File: src/hw/counter_array_watchdog_pkg.sv
// constants and state type of the counter array watchdog
package counter_array_watchdog_pkg;

	// ======================================================================
	// register byte offsets (one 32-bit word each)
	localparam logic [7:0] OFF_MODE     = 8'h00;
	localparam logic [7:0] OFF_CTRL     = 8'h04;
	localparam logic [7:0] OFF_CNT_LOW  = 8'h08;
	localparam logic [7:0] OFF_CNT_HIGH = 8'h0c;
	localparam logic [7:0] OFF_M4_MODE  = 8'h10;
	localparam logic [7:0] OFF_M4_LOW   = 8'h14;
	localparam logic [7:0] OFF_M4_HIGH  = 8'h18;
	localparam logic [7:0] OFF_STATUS   = 8'h1c;
	localparam logic [7:0] OFF_MASK     = 8'h20;

	// ======================================================================
	// field positions
	localparam int MODE_IDLE_BIT  = 7;
	localparam int MODE_WDE_BIT   = 6;
	localparam int MODE_CLK_LSB   = 1;
	localparam int CTRL_RUN_BIT   = 0;
	localparam int EV_OVERFLOW    = 0;
	localparam int EV_WD_FIRE     = 1;
	localparam int EV_SERVICE     = 2;
	localparam int EV_COUNT       = 3;

	// ======================================================================
	// encodings and counts
	localparam logic [2:0] CLK_DIV12    = 3'h0;
	localparam logic [2:0] CLK_DIV4     = 3'h1;
	localparam logic [2:0] CLK_EXTERNAL = 3'h2;
	localparam logic [3:0] DIV_LAST     = 4'hb;
	localparam logic [7:0] SW_TIMER_MODE = 8'h48;
	localparam logic       WD_ENABLE_RESET = 1'b1;

	// ======================================================================
	// whole module state
	typedef struct packed {
		logic [7:0]          counterLow;
		logic [7:0]          counterHigh;
		logic [7:0]          modFourMode;
		logic [7:0]          offsetLow;
		logic [7:0]          compareHigh;
		logic                wdEnable;
		logic                idleHalt;
		logic [2:0]          clkSel;
		logic                runCtl;
		logic [3:0]          divider;
		logic [2:0]          extSync;
		logic                extLevel;
		logic [EV_COUNT-1:0] irqStatus;
		logic [EV_COUNT-1:0] irqMask;
		logic                ack;
		logic [31:0]         rdata;
		logic                wdReset;
	} state_t;

	localparam state_t STATE_RESET = '{wdEnable: WD_ENABLE_RESET, default: '0};

endpackage : counter_array_watchdog_pkg

File: src/hw/counter_array_watchdog.sv
// counter array with its module four watchdog, wishbone register slave
//
// Design decisions made here: the Wishbone interface to the registers and the register offsets.
`timescale 1ns/1ps
module counter_array_watchdog
	import counter_array_watchdog_pkg::*;
(
	// clock and reset
	input  wire logic        clock,
	input  wire logic        rst_n,
	// wishbone classic slave
	input  wire logic        cyc_i,
	input  wire logic        stb_i,
	input  wire logic        we_i,
	input  wire logic [7:0]  adr_i,
	input  wire logic [3:0]  sel_i,
	input  wire logic [31:0] dat_i,
	output logic      [31:0] dat_o,
	output logic             ack_o,
	// core and pin side
	input  wire logic        extClockPin,
	input  wire logic        idleMode,
	output logic             watchdogReset,
	output logic             counterRunning,
	output logic             irq
);

	// ======================================================================
	// helpers
	function automatic logic hit(input logic [7:0] addr, input logic [7:0] off);
		return addr == off;
	endfunction : hit

	state_t               s;
	state_t               n;
	logic                 commit;
	logic                 tick;
	logic                 running;
	logic                 wrapMatch;
	logic                 lowCarry;
	logic [7:0]           serviceValue;
	logic [7:0]           modeView;
	logic [31:0]          readValue;
	logic [EV_COUNT-1:0]  events;
	logic [EV_COUNT-1:0]  clearBits;

	// a write lands only on the edge where the master sees ack
	assign commit = cyc_i & stb_i & we_i & s.ack & sel_i[0];

	// ======================================================================
	// counter timebase
	always_comb
	begin
		case (s.clkSel)
			CLK_DIV12:    tick = s.divider == DIV_LAST;
			CLK_DIV4:     tick = s.divider[1:0] == 2'h3;
			CLK_EXTERNAL: tick = (s.extSync[1] == s.extSync[2]) & s.extSync[2] & ~s.extLevel;
			default:      tick = 1'b1;
		endcase
	end

	// idle halt still applies; only the run bit is overridden
	assign running = (s.runCtl | s.wdEnable) & ~(s.idleHalt & idleMode);
	assign wrapMatch = s.wdEnable & running & tick & (s.counterLow == 8'hff)
		& ((s.counterHigh + 8'h01) == s.compareHigh);
	assign serviceValue = s.counterHigh + s.offsetLow;
	// carry into the high byte, read by the high byte lock check below
	assign lowCarry = running & tick & (s.counterLow == 8'hff);

	assign modeView = {s.idleHalt, s.wdEnable, 2'b00, s.clkSel, 1'b0};

	// ======================================================================
	// register read decode
	always_comb
	begin
		readValue = 32'h0000_0000;
		if (hit(adr_i, OFF_MODE))
			readValue[7:0] = modeView;
		else if (hit(adr_i, OFF_CTRL))
			readValue[CTRL_RUN_BIT] = s.runCtl;
		else if (hit(adr_i, OFF_CNT_LOW))
			readValue[7:0] = s.counterLow;
		else if (hit(adr_i, OFF_CNT_HIGH))
			readValue[7:0] = s.counterHigh;
		else if (hit(adr_i, OFF_M4_MODE))
			readValue[7:0] = s.modFourMode;
		else if (hit(adr_i, OFF_M4_LOW))
			readValue[7:0] = s.offsetLow;
		else if (hit(adr_i, OFF_M4_HIGH))
			readValue[7:0] = s.compareHigh;
		else if (hit(adr_i, OFF_STATUS))
			readValue[EV_COUNT-1:0] = s.irqStatus;
		else if (hit(adr_i, OFF_MASK))
			readValue[EV_COUNT-1:0] = s.irqMask;
	end

	// ======================================================================
	// events and interrupt flags
	always_comb
	begin
		events = '0;
		events[EV_OVERFLOW] = running & tick & ({s.counterHigh, s.counterLow} == 16'hffff);
		events[EV_WD_FIRE] = wrapMatch;
		events[EV_SERVICE] = commit & s.wdEnable & hit(adr_i, OFF_M4_HIGH);
		clearBits = '0;
		if (commit && hit(adr_i, OFF_STATUS))
			clearBits = dat_i[EV_COUNT-1:0];
	end

	// ======================================================================
	// next state
	always_comb
	begin
		n = s;
		n.extSync = {s.extSync[1:0], extClockPin};
		// the level moves only once the two late stages agree
		if (s.extSync[1] == s.extSync[2])
			n.extLevel = s.extSync[2];
		n.divider = (s.divider == DIV_LAST) ? 4'h0 : s.divider + 4'h1;
		n.ack = cyc_i & stb_i & ~s.ack;
		n.rdata = readValue;
		n.wdReset = wrapMatch;
		if (running && tick)
			{n.counterHigh, n.counterLow} = {s.counterHigh, s.counterLow} + 16'h0001;
		if (s.wdEnable)
			n.modFourMode = SW_TIMER_MODE;
		if (commit)
		begin
			if (hit(adr_i, OFF_MODE))
			begin
				n.wdEnable = dat_i[MODE_WDE_BIT];
				if (!s.wdEnable)
				begin
					n.idleHalt = dat_i[MODE_IDLE_BIT];
					n.clkSel = dat_i[MODE_CLK_LSB +: 3];
				end
			end
			else if (hit(adr_i, OFF_CTRL))
				n.runCtl = dat_i[CTRL_RUN_BIT];
			else if (hit(adr_i, OFF_CNT_LOW) && !s.wdEnable)
				n.counterLow = dat_i[7:0];
			else if (hit(adr_i, OFF_CNT_HIGH) && !s.wdEnable)
				n.counterHigh = dat_i[7:0];
			else if (hit(adr_i, OFF_M4_MODE) && !s.wdEnable)
				n.modFourMode = dat_i[7:0];
			else if (hit(adr_i, OFF_M4_LOW))
				n.offsetLow = dat_i[7:0];
			else if (hit(adr_i, OFF_M4_HIGH))
				n.compareHigh = s.wdEnable ? serviceValue : dat_i[7:0];
			else if (hit(adr_i, OFF_MASK))
				n.irqMask = dat_i[EV_COUNT-1:0];
		end
		// a new event beats a clear in the same cycle
		n.irqStatus = (s.irqStatus & ~clearBits) | events;
	end

	// enable bit returns set with every reset of the device
	always_ff @(posedge clock or negedge rst_n)
	begin
		if (!rst_n)
			s <= STATE_RESET;
		else
			s <= n;
	end

	assign dat_o = s.rdata;
	assign ack_o = s.ack;
	assign watchdogReset = s.wdReset;
	assign counterRunning = running;
	assign irq = |(s.irqStatus & s.irqMask);
endmodule : counter_array_watchdog

File: config.mk
export PLATFORM = sky130hd
export DESIGN_NAME = counter_array_watchdog
export DESIGN_NICKNAME = d
export VERILOG_FILES = /design/src/hw/counter_array_watchdog_pkg.sv /design/src/hw/counter_array_watchdog.sv
export SDC_FILE = /design/constraint.sdc
export NUM_CORES = 1
export LEC_CHECK = 0
export BUFFER_PORTS_ARGS = -buffer_cell sky130_fd_sc_hd__buf_2
export CAP_MARGIN = 40
export CORE_ASPECT_RATIO = 1.2
export CORE_MARGIN = 10
export CORE_UTILIZATION = 30
export DETAILED_ROUTE_END_ITERATION = 8
export GPL_ROUTABILITY_DRIVEN = 1
export SYNTH_ARGS = -nofsm -noshare
export SYNTH_HDL_FRONTEND = slang
export SYNTH_SLANG_ARGS = --single-unit
File: constraint.sdc
create_clock -name clock -period 2 [get_ports clock]
set_input_delay 0.4 -clock clock [delete_from_list [all_inputs] [get_ports clock]]
set_output_delay 0.4 -clock clock [all_outputs]
set_load 0.01 [all_outputs]
==> reports/qor.yml <==
global_route:
  grt_usage_pct: 12.88
  grt_max_degree: 49
  antenna_found_initial: 1
  grt_pass1_vias: 3632
  gr-total-overflow: 0
  grt_pass1_wl_um: 19330
power:
  p_sw_share_pct: 22.74
  combPwrFrac_pct: 6.3
  power_switching_w: 0.0007736
  leakage_nw: 2.414
  pwr-share-clk_pct: 51.4
  vdd_ir_drop_max_v: 0.0004318
  power.total_w: 0.003402
  power.density_mw_per_mm2: 649.4
  p_int_w: 0.002629
  power_frac_seq_pct: 42.3
sta:
  min_period_ps: 2052
  skew_ps: 6.917
  fmax_ghz: 0.4874
  slew_violations: 0
  fin_crit_sh_pct: 102.6
  final.setup.tns_ps: -164.7
  finalHoldViolCount: 0
  setup_viol: 4
  rsz0062_at_grt: "true"
  worst_slack_ps: -51.51
drt:
  drc: 0
  firstDrtPassIters: 5
  wl_per_cell_um: 17.28
  via_per_inst: 5.048
  detailedRoute.firstIterationViolations: 290
  vias: 3554
  ant_nets: 0
  wl_um: 12160
die:
  die_w_um: 128.9
  io_pins: 87
  dieArea_mm2: 0.01941
  initial_core_util_pct: 30.73
  core_mm2: 0.01388
  rows: 47
  die-height_um: 150.6
clock_tree:
  cts_tree: "yes"
  clock_tree.root_cell: "clkbuf_16"
  cts_made_buffers: 9
  clk_latency_ps: 340
  clk_pin_slew_ps: 60
  cts.path.max_buffers: 2
  cts_max_level: 3
  clock-sinks: 70
finish:
  fin_area_mm2: 0.005239
  synthToLayoutAreaGrowth_pct: 22.82
  fin_util_pct: 37.75
  n_antenna_cell: 0
  nets: 591
  final_cells: 704
  drive_gt1_share_pct: 27.39
min_path:
  min_from: "extClockPin"
  holdPathStages: 1
  hold_class: "input port to flop"
  whs_endpoint: "n[42]$_DFF_PN0_"
synth:
  ys_seq_area_share_pct: 41.10
  ys_seq_elements: 70
  synth_flop_cell: "dfrtp_1"
  synthDistinctLibCells: 60
  synthCells: 457
  synth_area_mm2: 0.004265
  avgSynthCellArea_um2: 9.333
  synth_edf_count: 0
  ys_async_sr_fraction_pct: 100.0
  ys_warn_count: 0
status:
  violations: "setup timing"
  status: "finished, violations left"
critical_path:
  critical_path_required_ps: 2270
  cp.arrival_ps: 2320
  critPathMaxFanout: 4
  path_class: "flop to flop"
  reg2reg_slack_ps: -50
  crit_path_start_kind: "flop"
  worstSetupEndpointType: "flop"
  r2r-end: "s[38]$_DFF_PN0_"
  worstRegToRegCells: 8
  worstReg2RegStart: "s[78]$_DFF_PN0_"
placement:
  gp_congestion: 0.8642
  port_buffers: 35
  dpl_cell_area_mm2: 0.004821
  place_hpwl_um: 9360
  dp.cells: 686
run:
  cap_violations: 0
layer usage:
| metal | vias to the layer above | global-route usage (%) | part of all wire (%) |
|---|---|---|---|
| li1 | 1711 | - | - |
| met1 | 1702 | 14.75 | 40 |
| met2 | 113 | 21.82 | 50 |
| met3 | 26 | 3.236 | 7.9 |
| met4 | 2 | 6.492 | 2.1 |
| met5 | - | 0 | 0.058 |
critical path, cell delays in order (launching register included):
cell and delay [ps]:
dfrtp_2 440, buf_4 150, ha_4 130, nand3_1 90, or3_4 360, xnor2_1 150, a2111oi_2 280, o2111ai_2 230
o21ai_1 160
registers in the layout, indices dropped and copies added, names as in the netlist:
name / flops
watchdogReset: 1
dat_o: 8
n: 2
ack_o: 1
modeView: 5
s: 53
cells in the final DEF (no fill, tap or decap), types with 8 or more instances in the layout:
master / instances
o22ai_1: 8
nor2_1: 53
inv_1: 14
dfrtp_1: 67
nand3_1: 19
buf_4: 51
clkbuf_16: 9
conb_1: 24
nor3_1: 13
mux2_2: 20
o21ai_0: 9
ha_1: 8
mux2i_1: 15
xor2_1: 9
buf_2: 34
xnor2_1: 20
a21oi_1: 39
nand2_1: 32
stage by stage:
step	setup slack (ps)	hold slack (ps)
2_1_floorplan	-177.0	104.4
3_3_place_gp	-238.8	318.9
3_5_place_dp	-243.2	322.5
4_1_cts	-64.13	153.1
5_1_grt	-157.4	156.9
6_report	-51.51	162.3
cell type report:
cell class                 instances  area (um^2)
sequential                        70         1755
timing repair buffer              88        603.1
clock inverter                     5        82.58
multi-input combinational        344         2285
inverter                          15        56.30
tap                              171        214.0
fill                            1412         8640
clock buffer                      11        242.7
logic make-up (layout without fill, tap and decap cells):
group / Yosys count / count (layout) / share of synthesized area, %
buffers and inverters: 66 / 119 / 9.123
flip-flops: 70 / 70 / 41.10
AO/OA/AOI/OAI: 98 / 98 / 14.67
adder cells (fa/ha/maj): 12 / 12 / 3.696
other: 1 / 24 / 0.08792
multiplexers: 35 / 35 / 8.800
XOR/XNOR: 29 / 29 / 5.955
AND/OR/NAND/NOR: 146 / 146 / 16.57
power by group through the flow:
stage                     combinational [W]  sequential [W]  clock [W]
after global routing               0.000239         0.00144    0.00183
after global placement             0.000209         0.00146          0
after detailed placement           0.000211         0.00146          0
final                              0.000216         0.00144    0.00175
after floorplan                    0.000123         0.00146          0
after CTS                          0.000215         0.00144    0.00179
synthesized netlist by cell type, types with 5 or more instances:
library cell,count,area [um^2]
a21oi_1,39,195.2
buf_4,32,240.2
clkbuf_1,9,33.78
dfrtp_1,69,1727
ha_1,11,137.6
inv_1,15,56.30
mux2_2,20,225.2
mux2i_1,15,150.1
nand2_1,32,120.1
nand3_1,19,95.09
nor2_1,53,198.9
nor2b_1,5,31.28
nor3_1,13,65.06
o2111ai_1,5,43.79
o21ai_0,12,60.06
o22ai_1,8,50.05
xnor2_1,20,175.2
xor2_1,9,78.83
repair_timing:
| action | 4_1_cts | 5_1_grt |
|---|---|---|
| pin swaps | 3 | 7 |
| endpoints found under the setup margin | 5 | 12 |
| endpoints found under the hold margin | 21 | 0 |
| gates resized for setup | 13 | 7 |
| hold buffers | 1 | 0 |
| cloned | 0 | 0 |
| setup buffers | 0 | 1 |
how the worst max path moves through the flow:
stage                     cells after the start             from                end  slack [ps]
after global routing                          8  s[78]$_DFF_PN0_    s[38]$_DFF_PN0_        -160
after global placement                        8         adr_i[7]    s[80]$_DFF_PN0_        -240
after detailed placement                      8         adr_i[7]    s[83]$_DFF_PN0_        -240
after CTS                                     9  s[78]$_DFF_PN0_  s[60]$_DFFE_PN0P_         -60
after floorplan                               8         adr_i[7]    s[91]$_DFF_PN0_        -180
final                                         8  s[78]$_DFF_PN0_    s[38]$_DFF_PN0_         -50
Note: power is estimated with default switching activity, not from simulation.
